<file path="config.mk">
export PLATFORM = sky130hd
export DESIGN_NAME = vpc_control_regs
export DESIGN_NICKNAME = d
export VERILOG_FILES = /design/src/hdl/vpc_pkg.sv /design/src/hdl/vpc_hblank_shaper.sv /design/src/hdl/vpc_rom_addr_map.sv /design/src/hdl/vpc_control_regs.sv
export SDC_FILE = /design/constraint.sdc
export NUM_CORES = 1
export LEC_CHECK = 0
export BUFFER_PORTS_ARGS = -buffer_cell sky130_fd_sc_hd__clkbuf_2
export CAP_MARGIN = 20
export CELL_PAD_IN_SITES_DETAIL_PLACEMENT = 0
export CELL_PAD_IN_SITES_GLOBAL_PLACEMENT = 1
export CORE_AREA = 3 3 128 68
export DETAILED_ROUTE_END_ITERATION = 8
export DIE_AREA = 0 0 131 71
export GPL_ROUTABILITY_DRIVEN = 0
export PLACE_DENSITY_LB_ADDON = 0.1
export SYNTH_ARGS = -nofsm -noshare
export SYNTH_HDL_FRONTEND = slang
export SYNTH_HIERARCHICAL = 1
export SYNTH_SLANG_ARGS = --single-unit
</file>
<file path="constraint.sdc">
create_clock -name sys_clk_in -period 2.91 [get_ports sys_clk_in]
set_input_delay 0.582 -clock sys_clk_in [delete_from_list [all_inputs] [get_ports sys_clk_in]]
set_output_delay 0.582 -clock sys_clk_in [all_outputs]
set_load 0.02 [all_outputs]
</file>
<file path="src/hdl/vpc_pkg.sv">
// register map, field layout and reset values of the video preamp control bank
package vpc_pkg;

  localparam int ADDR_W = 16;
  localparam int DATA_W = 8;
  localparam int NUM_REGS = 4;
  localparam int CHAR_ADDR_W = 9;
  localparam int BANK_W = 3;
  localparam int POS_W = 4;

  typedef logic [ADDR_W-1:0] vpc_addr_t;
  typedef logic [DATA_W-1:0] vpc_data_t;

  // register offsets
  localparam vpc_addr_t DAC_CONFIG_OFFS = 16'h8438;
  localparam vpc_addr_t GLOBAL_CTRL_OFFS = 16'h8439;
  localparam vpc_addr_t AUX_CTRL_OFFS = 16'h843a;
  localparam vpc_addr_t LOOP_RANGE_OFFS = 16'h843e;

  // register indices inside the bank
  typedef enum logic [1:0] {
    VPC_IDX_DAC_CONFIG = 2'b00,
    VPC_IDX_GLOBAL = 2'b01,
    VPC_IDX_AUX = 2'b10,
    VPC_IDX_LOOP = 2'b11
  } vpc_reg_idx_t;

  // reset values
  localparam vpc_data_t DAC_CONFIG_RST = 8'h00;
  localparam vpc_data_t GLOBAL_CTRL_RST = 8'h00;
  localparam vpc_data_t AUX_CTRL_RST = 8'h00;
  localparam vpc_data_t LOOP_RANGE_RST = 8'h00;

  // dac config fields
  localparam int DC_OFFSET_LSB = 0;
  localparam int DC_OFFSET_W = 3;
  localparam int OVL_CONTRAST_LSB = 3;
  localparam int OVL_CONTRAST_W = 2;
  localparam int DAC_RANGE_BIT = 5;
  localparam int DAC4_MIX_BIT = 6;

  // global control fields
  localparam int BLANK_VIDEO_BIT = 0;
  localparam int POWER_SAVE_BIT = 1;
  localparam int BANK_SEL_DIS_BIT = 2;

  // auxiliary control fields
  localparam int HBLANK_DIS_BIT = 0;
  localparam int HBLANK_POS_EN_BIT = 2;
  localparam int HBLANK_POS_LSB = 3;

  // loop range fields
  localparam int LOOP_PRECAL_LSB = 0;
  localparam int LOOP_PRECAL_W = 2;
  localparam int VBLANK_GATE_BIT = 2;
  localparam int OVERRIDE_BIT = 3;
  localparam int CLAMP_POL_BIT = 5;
  localparam int LOOP_AUTO_BIT = 6;

  // bank select register layout and character address split
  localparam int BANK_LO_LSB = 0;
  localparam int BANK_HI_LSB = 4;
  localparam int CHAR_LOW_W = 6;
  localparam int CHAR_SEL_LSB = 6;

  // read answer for an unmapped offset
  localparam vpc_data_t UNMAPPED_RDATA = 8'h00;

endpackage : vpc_pkg

</file>
<file path="src/hdl/vpc_hblank_shaper.sv">
// horizontal blanking pulse, fixed or shifted by a programmable pixel count
module vpc_hblank_shaper
  import vpc_pkg::*;
#(
  parameter int MAX_SHIFT = 16
) (
  input wire logic sys_clk_in,
  input wire logic reset_n_in,
  input wire logic hblank_in,
  input wire logic pixel_tick_in,
  input wire logic position_enable_in,
  input wire logic [POS_W-1:0] position_in,
  output logic hblank_out
);

  logic [MAX_SHIFT-1:0] delay_reg;
  logic [MAX_SHIFT-1:0] delay_next;
  logic hblank_reg;
  logic hblank_next;
  logic delayed_w;

  // history of the blanking input, one stage per pixel
  assign delay_next = pixel_tick_in ? {delay_reg[MAX_SHIFT-2:0], hblank_in} : delay_reg;
  // zero position means no shift even when programmable
  assign delayed_w = (position_in == '0) ? hblank_in : delay_reg[position_in - 1'b1];
  assign hblank_next = position_enable_in ? delayed_w : hblank_in;

  always_ff @(posedge sys_clk_in or negedge reset_n_in) begin
    if (!reset_n_in) begin
      delay_reg <= '0;
      hblank_reg <= 1'b0;
    end else begin
      delay_reg <= delay_next;
      hblank_reg <= hblank_next;
    end
  end

  assign hblank_out = hblank_reg;

endmodule : vpc_hblank_shaper

</file>
<file path="src/hdl/vpc_rom_addr_map.sv">
// page ram character address to rom character address
module vpc_rom_addr_map
  import vpc_pkg::*;
(
  input wire logic sys_clk_in,
  input wire logic reset_n_in,
  input wire logic bank_select_disable_in,
  input wire logic [CHAR_ADDR_W-1:0] page_char_addr_in,
  input wire logic [DATA_W-1:0] bank_sel_a_in,
  input wire logic [DATA_W-1:0] bank_sel_b_in,
  output logic [CHAR_ADDR_W-1:0] rom_char_addr_out
);

  logic [BANK_W-1:0] bank_w;
  logic [1:0] sel_w;
  logic [CHAR_ADDR_W-1:0] banked_w;
  logic [CHAR_ADDR_W-1:0] addr_next;
  logic [CHAR_ADDR_W-1:0] addr_reg;

  assign sel_w = page_char_addr_in[CHAR_SEL_LSB +: 2];
  // page bits seven and six pick one of four bank fields
  assign bank_w = (sel_w == 2'b00) ? bank_sel_a_in[BANK_LO_LSB +: BANK_W] :
                  (sel_w == 2'b01) ? bank_sel_a_in[BANK_HI_LSB +: BANK_W] :
                  (sel_w == 2'b10) ? bank_sel_b_in[BANK_LO_LSB +: BANK_W] :
                  bank_sel_b_in[BANK_HI_LSB +: BANK_W];
  assign banked_w = {bank_w, page_char_addr_in[CHAR_LOW_W-1:0]};
  assign addr_next = bank_select_disable_in ? page_char_addr_in : banked_w;

  always_ff @(posedge sys_clk_in or negedge reset_n_in) begin
    if (!reset_n_in) begin
      addr_reg <= '0;
    end else begin
      addr_reg <= addr_next;
    end
  end

  assign rom_char_addr_out = addr_reg;

endmodule : vpc_rom_addr_map

</file>
<file path="src/hdl/vpc_control_regs.sv">
// control register bank of the video preamplifier and the signals it steers
//
// Overview of operation
// - three low dac config bits set the dc offset of all colour outputs.
// - dac config bits four and three set overlay character contrast.
// - dac config bit five picks the low full-scale range of dacs one to three.
// - dac config bit six halves dac four and mixes it into dacs one to three.
// - global bit zero forces every video output to black level.
// - global bit one shuts the analogue sections down for low power.
// - global bit two resets low for bank select; one gives full 512-character addressing.
// - aux bit zero low gates external horizontal blanking; high suppresses it.
// - aux bit two resets low for fixed blank position; high uses programmable position.
// - aux bits six to three shift the horizontal blank by that many pixels.
// - loop range bit two gates vertical blanking onto the video outputs.
// - loop range bit three replaces incoming video with overlay characters only.
// - loop range bit five selects a negative-going rather than positive clamp pulse.
// - loop range bit six lets the loop choose its own frequency range.
// - bank mode rom address is selected bank field joined to six low page bits.
module vpc_control_regs
  import vpc_pkg::*;
#(
  parameter int HBLANK_MAX_SHIFT = 16
) (
  input wire logic sys_clk_in,
  input wire logic reset_n_in,
  // register port from the serial bus front end
  input wire vpc_pkg::vpc_addr_t reg_addr_in,
  input wire logic reg_wr_en_in,
  input wire vpc_pkg::vpc_data_t reg_wdata_in,
  input wire logic reg_rd_en_in,
  output vpc_pkg::vpc_data_t reg_rdata_out,
  output logic reg_rd_valid_out,
  output logic reg_hit_out,
  // timing inputs from deflection and overlay logic
  input wire logic hblank_in,
  input wire logic vblank_in,
  input wire logic pixel_tick_in,
  input wire logic clamp_pulse_in,
  input wire logic [vpc_pkg::CHAR_ADDR_W-1:0] page_char_addr_in,
  input wire vpc_pkg::vpc_data_t bank_sel_a_in,
  input wire vpc_pkg::vpc_data_t bank_sel_b_in,
  // settings to the analogue sections
  output logic [vpc_pkg::DC_OFFSET_W-1:0] dc_offset_out,
  output logic [vpc_pkg::OVL_CONTRAST_W-1:0] overlay_contrast_out,
  output logic dac_range_low_out,
  output logic dac4_mix_out,
  output logic blank_video_out,
  output logic power_save_out,
  output logic bank_select_disable_out,
  output logic hblank_disable_out,
  output logic hblank_position_enable_out,
  output logic [vpc_pkg::POS_W-1:0] hblank_position_out,
  output logic vertical_blank_gate_out,
  output logic overlay_override_out,
  output logic clamp_polarity_out,
  output logic loop_auto_range_out,
  output logic [vpc_pkg::LOOP_PRECAL_W-1:0] loop_precal_bits_out,
  // derived video controls
  output logic video_black_out,
  output logic video_pass_out,
  output logic clamp_active_out,
  output logic [vpc_pkg::CHAR_ADDR_W-1:0] rom_char_addr_out
);

  import vpc_pkg::*;

  // register storage, one word per register
  vpc_data_t regs_reg [NUM_REGS];
  // reset words per index, constants so the async reset branch stays clean
  localparam vpc_data_t REG_RST [NUM_REGS] = '{DAC_CONFIG_RST, GLOBAL_CTRL_RST, AUX_CTRL_RST, LOOP_RANGE_RST};
  logic [NUM_REGS-1:0] sel_w;
  logic [NUM_REGS-1:0] wr_w;
  logic hit_w;
  vpc_data_t rd_mux_w;
  vpc_data_t rdata_reg;
  vpc_data_t rdata_next;
  logic rd_valid_reg;

  // address decode
  assign sel_w[VPC_IDX_DAC_CONFIG] = (reg_addr_in == DAC_CONFIG_OFFS);
  assign sel_w[VPC_IDX_GLOBAL] = (reg_addr_in == GLOBAL_CTRL_OFFS);
  assign sel_w[VPC_IDX_AUX] = (reg_addr_in == AUX_CTRL_OFFS);
  assign sel_w[VPC_IDX_LOOP] = (reg_addr_in == LOOP_RANGE_OFFS);
  assign hit_w = |sel_w;
  assign reg_hit_out = hit_w;

  // whole byte stored, reserved bits included, so a read shows the exact write
  genvar gi;
  generate
    for (gi = 0; gi < NUM_REGS; gi++) begin : g_reg
      assign wr_w[gi] = reg_wr_en_in && sel_w[gi];
      always_ff @(posedge sys_clk_in or negedge reset_n_in) begin
        if (!reset_n_in) begin
          regs_reg[gi] <= REG_RST[gi];
        end else if (wr_w[gi]) begin
          regs_reg[gi] <= reg_wdata_in;
        end
      end
    end
  endgenerate

  // read path
  assign rd_mux_w = sel_w[VPC_IDX_DAC_CONFIG] ? regs_reg[VPC_IDX_DAC_CONFIG] :
                    sel_w[VPC_IDX_GLOBAL] ? regs_reg[VPC_IDX_GLOBAL] :
                    sel_w[VPC_IDX_AUX] ? regs_reg[VPC_IDX_AUX] :
                    sel_w[VPC_IDX_LOOP] ? regs_reg[VPC_IDX_LOOP] :
                    UNMAPPED_RDATA;
  assign rdata_next = reg_rd_en_in ? rd_mux_w : rdata_reg;

  always_ff @(posedge sys_clk_in or negedge reset_n_in) begin
    if (!reset_n_in) begin
      rdata_reg <= UNMAPPED_RDATA;
      rd_valid_reg <= 1'b0;
    end else begin
      rdata_reg <= rdata_next;
      rd_valid_reg <= reg_rd_en_in;
    end
  end

  assign reg_rdata_out = rdata_reg;
  assign reg_rd_valid_out = rd_valid_reg;

  // field outputs straight from the register flops
  vpc_data_t dac_cfg_w;
  vpc_data_t glob_w;
  vpc_data_t aux_w;
  vpc_data_t loop_w;

  assign dac_cfg_w = regs_reg[VPC_IDX_DAC_CONFIG];
  assign glob_w = regs_reg[VPC_IDX_GLOBAL];
  assign aux_w = regs_reg[VPC_IDX_AUX];
  assign loop_w = regs_reg[VPC_IDX_LOOP];

  assign dc_offset_out = dac_cfg_w[DC_OFFSET_LSB +: DC_OFFSET_W];
  assign overlay_contrast_out = dac_cfg_w[OVL_CONTRAST_LSB +: OVL_CONTRAST_W];
  assign dac_range_low_out = dac_cfg_w[DAC_RANGE_BIT];
  assign dac4_mix_out = dac_cfg_w[DAC4_MIX_BIT];
  assign blank_video_out = glob_w[BLANK_VIDEO_BIT];
  assign power_save_out = glob_w[POWER_SAVE_BIT];
  assign bank_select_disable_out = glob_w[BANK_SEL_DIS_BIT];
  assign hblank_disable_out = aux_w[HBLANK_DIS_BIT];
  assign hblank_position_enable_out = aux_w[HBLANK_POS_EN_BIT];
  assign hblank_position_out = aux_w[HBLANK_POS_LSB +: POS_W];
  // passed out untouched; pre-calibration relies on the host writing zero here
  assign loop_precal_bits_out = loop_w[LOOP_PRECAL_LSB +: LOOP_PRECAL_W];
  assign vertical_blank_gate_out = loop_w[VBLANK_GATE_BIT];
  assign overlay_override_out = loop_w[OVERRIDE_BIT];
  assign clamp_polarity_out = loop_w[CLAMP_POL_BIT];
  assign loop_auto_range_out = loop_w[LOOP_AUTO_BIT];

  // horizontal blanking shaping
  logic hblank_shaped_w;

  vpc_hblank_shaper #(
    .MAX_SHIFT(HBLANK_MAX_SHIFT)
  ) u_hblank (
    .sys_clk_in(sys_clk_in),
    .reset_n_in(reset_n_in),
    .hblank_in(hblank_in),
    .pixel_tick_in(pixel_tick_in),
    .position_enable_in(aux_w[HBLANK_POS_EN_BIT]),
    .position_in(aux_w[HBLANK_POS_LSB +: POS_W]),
    .hblank_out(hblank_shaped_w)
  );

  // composite black and video pass, registered so outputs are glitch free
  logic hgate_w;
  logic vgate_w;
  logic black_next;
  logic pass_next;
  logic clamp_next;
  logic black_reg;
  logic pass_reg;
  logic clamp_reg;

  assign hgate_w = hblank_shaped_w && !aux_w[HBLANK_DIS_BIT];
  assign vgate_w = vblank_in && loop_w[VBLANK_GATE_BIT];
  assign black_next = glob_w[BLANK_VIDEO_BIT] || hgate_w || vgate_w;
  assign pass_next = !loop_w[OVERRIDE_BIT] && !glob_w[POWER_SAVE_BIT];
  // clamp is active high inside; an inverted pulse is flipped back here
  assign clamp_next = clamp_pulse_in ^ loop_w[CLAMP_POL_BIT];

  always_ff @(posedge sys_clk_in or negedge reset_n_in) begin
    if (!reset_n_in) begin
      black_reg <= 1'b0;
      pass_reg <= 1'b0;
      clamp_reg <= 1'b0;
    end else begin
      black_reg <= black_next;
      pass_reg <= pass_next;
      clamp_reg <= clamp_next;
    end
  end

  assign video_black_out = black_reg;
  assign video_pass_out = pass_reg;
  assign clamp_active_out = clamp_reg;

  // character rom address
  vpc_rom_addr_map u_rom_map (
    .sys_clk_in(sys_clk_in),
    .reset_n_in(reset_n_in),
    .bank_select_disable_in(glob_w[BANK_SEL_DIS_BIT]),
    .page_char_addr_in(page_char_addr_in),
    .bank_sel_a_in(bank_sel_a_in),
    .bank_sel_b_in(bank_sel_b_in),
    .rom_char_addr_out(rom_char_addr_out)
  );

endmodule : vpc_control_regs

</file>
==> summary.txt <==
Status
  – Status: finished, final reports clean

Synthesis
  – Dominant synthesized flop cell: dfrtp_1
  – Seq/Total Area, Yosys: a little over half
  – Mean Syn Cell Area: 14.1 µm²
  – Area contributors post-synth: dfrtp_1 52%, mux2_2 16%, mux2_4 4.0%
  – Mapped Nets: roughly 300
  – Number of synthesized register bits: 70
  – Async S/R FF share, synth: 100%
  – Post-synth EDFFs: 0
  – Largest area contributor in the netlist: dfrtp_1
  – Count of cell types in the netlist: 40
  – Mapped Cells: roughly 240
  – YS warnings: 6
  – Top-count cell post-synth: dfrtp_1
  – Most frequent cells after synthesis: 70 x dfrtp_1, 48 x mux2_2, 12 x buf_4
  – Post-Syn Area: approximately 3400 µm²
  – Share of the synthesized area in the top cell type: between 50% and 60%

Placement
  – Pre-CTS setup slack: roughly 0.66 ns
  – Dpl cell area: approximately 3900 µm²
  – Port bufs: between 90 and 100
  – Post-DP HPWL: between 5 and 6 mm
  – Placed insts: 428

Timing
  – Fin. max-slew vios: 0
  – Final setup vio count: 0
  – Slew @ Worst Pin: about 0.69 ns
  – Final hold violation count: 0
  – Slew HR: 54.0%
  – Setup ws final: approximately 0.64 ns
  – Tmin final: roughly 2.3 ns
  – Setup TNS: 0 ns
  – Max frequency: between 400 and 500 MHz
  – Clock skew: 0.00418 ns
  – RSZ-0062 raised after global routing: false
  – Final worst-path cycle share: between 70% and 80%

Final layout
  – Nets: about 390
  – ANT cells: 0
  – Design area: between 4000 and 5000 µm²
  – Finished Layout Cells: around 440
  – Max reg flops: 16
  – Area grow syn2layout: 23.9%
  – Layout cell share with drive strength beyond 1: a little under three fifths

Clock tree
  – CTS tree: built
  – # H-tree levels: 3
  – Post-CTS Hold Fix Bufs: 0
  – Max clock buf depth: 2
  – CTS Buf Count: 9
  – Clk slew on worst S/H paths: ~0.05 ns
  – Post_cts resized: 0
  – Root buf cell: clkbuf_16
  – # clock sinks: 70
  – Latest clock arrival within the worst-skew pair: 0.33 ns
  – Setup Buffers After CTS: 0

Detailed routing
  – Total wire length: 7.45 mm
  – DR vias: approximately 2.2k
  – Routed Antenna Nets: 0
  – Vias per Instance: just over 5
  – WL/cell: approximately 17 µm
  – Post-route DRC: 0
  – DRT Pass-1 Iters: 4
  – Detailed Route Iter0 Violations: approximately 110

Global routing
  – Largest net degree at the start of global routing: 42
  – Vias in the first global route: ~2.2k
  – Grt ovf: 0
  – First-pass GRT wire length: 11.8 mm
  – GRT Resource Usage Total: 17.0%
  – Antenna violations before repair: 0

Worst setup path
  – Reg2reg setup slack: between 0.9 and 1 ns
  – Crit path arrival time: 1.68 ns
  – Critical path class: input pin to output port
  – Critical Path RT: around 2.3 ns
  – Reg-to-reg endpoint: u_hblank/hblank_out
  – Reg2reg start: aux_w[3]
  – Worst Setup Start Kind: input pin
  – Reg2reg path depth: 6
  – CP Capture Type: output port
  – Crit path max fanout: 9

Power and ir drop
  – Logic pwr share: between 10% and 20%
  – Pwr/cell area: roughly 600 nW/µm²
  – Clk pwr share: around 43%
  – Sw Ratio: between 20% and 30%
  – Leakage power: approximately 2.1 nW
  – Worst VDD drop: 0.355 mV
  – NetSw: 0.602 mW
  – Pint: ~1.9 mW
  – Power share of the sequential group: a little under half

Die
  – Core Footprint: roughly 7800 µm²
  – Initial core utilization: a little over two fifths
  – I/O Pins: approximately 100
  – Die X: around 130 µm
  – Die area: slightly above 9000 µm²
  – # rows: 23
  – Die Y-Extent: 71 µm

Flow run
  – MaxCap Viol Count: 0

Hold path
  – Worst min-delay path class: input pin to async pin
## routing by layer
| metal | routed length (µm) | share of wire, % | global-route usage, % |
|---|---|---|---|
| met1 | 3930 | 53 | 25.8 |
| met2 | 2980 | 40 | 22.5 |
| met3 | 437 | 5.9 | 5.66 |
| met4 | 104 | 1.4 | 5.93 |
| met5 | 0 | 0 | 0 |
## worst max path at each step
stage                              to  cells past startpoint           start  slack (ns)
after floorplan           reg_hit_out                      3  reg_addr_in[7]        0.81
after global placement    reg_hit_out                      6  reg_addr_in[7]        0.66
after detailed placement  reg_hit_out                      6  reg_addr_in[7]        0.66
after CTS                 reg_hit_out                      6  reg_addr_in[7]        0.66
after global routing      reg_hit_out                      6  reg_addr_in[7]        0.60
final                     reg_hit_out                      6  reg_addr_in[7]        0.64
## placed cells by master (no fill, tap or decap), drive strengths merged, types with 2 or more instances in the layout
cell type  instances
and4               2
xor2               3
ha                 2
o21ai              9
o31ai              2
nor2b              3
dfrtp             70
buf                6
a21oi              2
a22oi              8
clkinv             2
nand4              3
mux4               4
inv                5
mux2              57
nand2b             8
mux2i              5
clkinvlp           3
and4b              2
nor2               7
nand4b             2
clkbuf           105
o221a              8
nor3               3
## power groups by stage
stage	sequential [mW]	combinational [mW]	clock, mW
5_1_grt	1.15	0.337	1.13
3_3_place_gp	1.15	0.302	0
4_1_cts	1.14	0.306	1.09
6_report	1.14	0.301	1.06
3_5_place_dp	1.16	0.305	0
2_1_floorplan	1.16	0.172	0
## cell type report
class                   instances  area (µm²)
well taps                     112         140
flip-flops and latches         70        1750
fillers                       712        3630
repair buffers                101         531
clock buffers                  10         229
clock inverters                 6        62.6
inverters                       5        18.8
multi-input cells             140        1430
## critical path, stage by stage
cell,delay (ns)
clkbuf_2,0.09
nor4bb_1,0.37
nand4_1,0.14
buf_4,0.19
nor2_1,0.13
clkbuf_2,0.18
## metrics by stage
step | hold WS, ns | util, % | power, mW
after floorplan | 0.286 | - | 1.33
after global placement | 0.478 | 49.7 | 1.46
after detailed placement | 0.485 | 49.7 | 1.46
after CTS | 0.314 | 53.4 | 2.54
after global routing | 0.344 | 53.4 | 2.62
final | 0.287 | 53.4 | 2.51
## cell families (layout without fill, tap and decap cells)
logic type,Yosys count,after routing,synth area share [%]
XOR/XNOR,3,3,0.782
buffers and inverters,28,122,5.25
multiplexers,66,66,24.7
AO/OA/AOI/OAI,35,35,8.23
flip-flops,70,70,52.1
AND/OR/NAND/NOR,34,34,8.12
adder cells (fa/ha/maj),2,2,0.745
(Power assumes the default switching activity.)
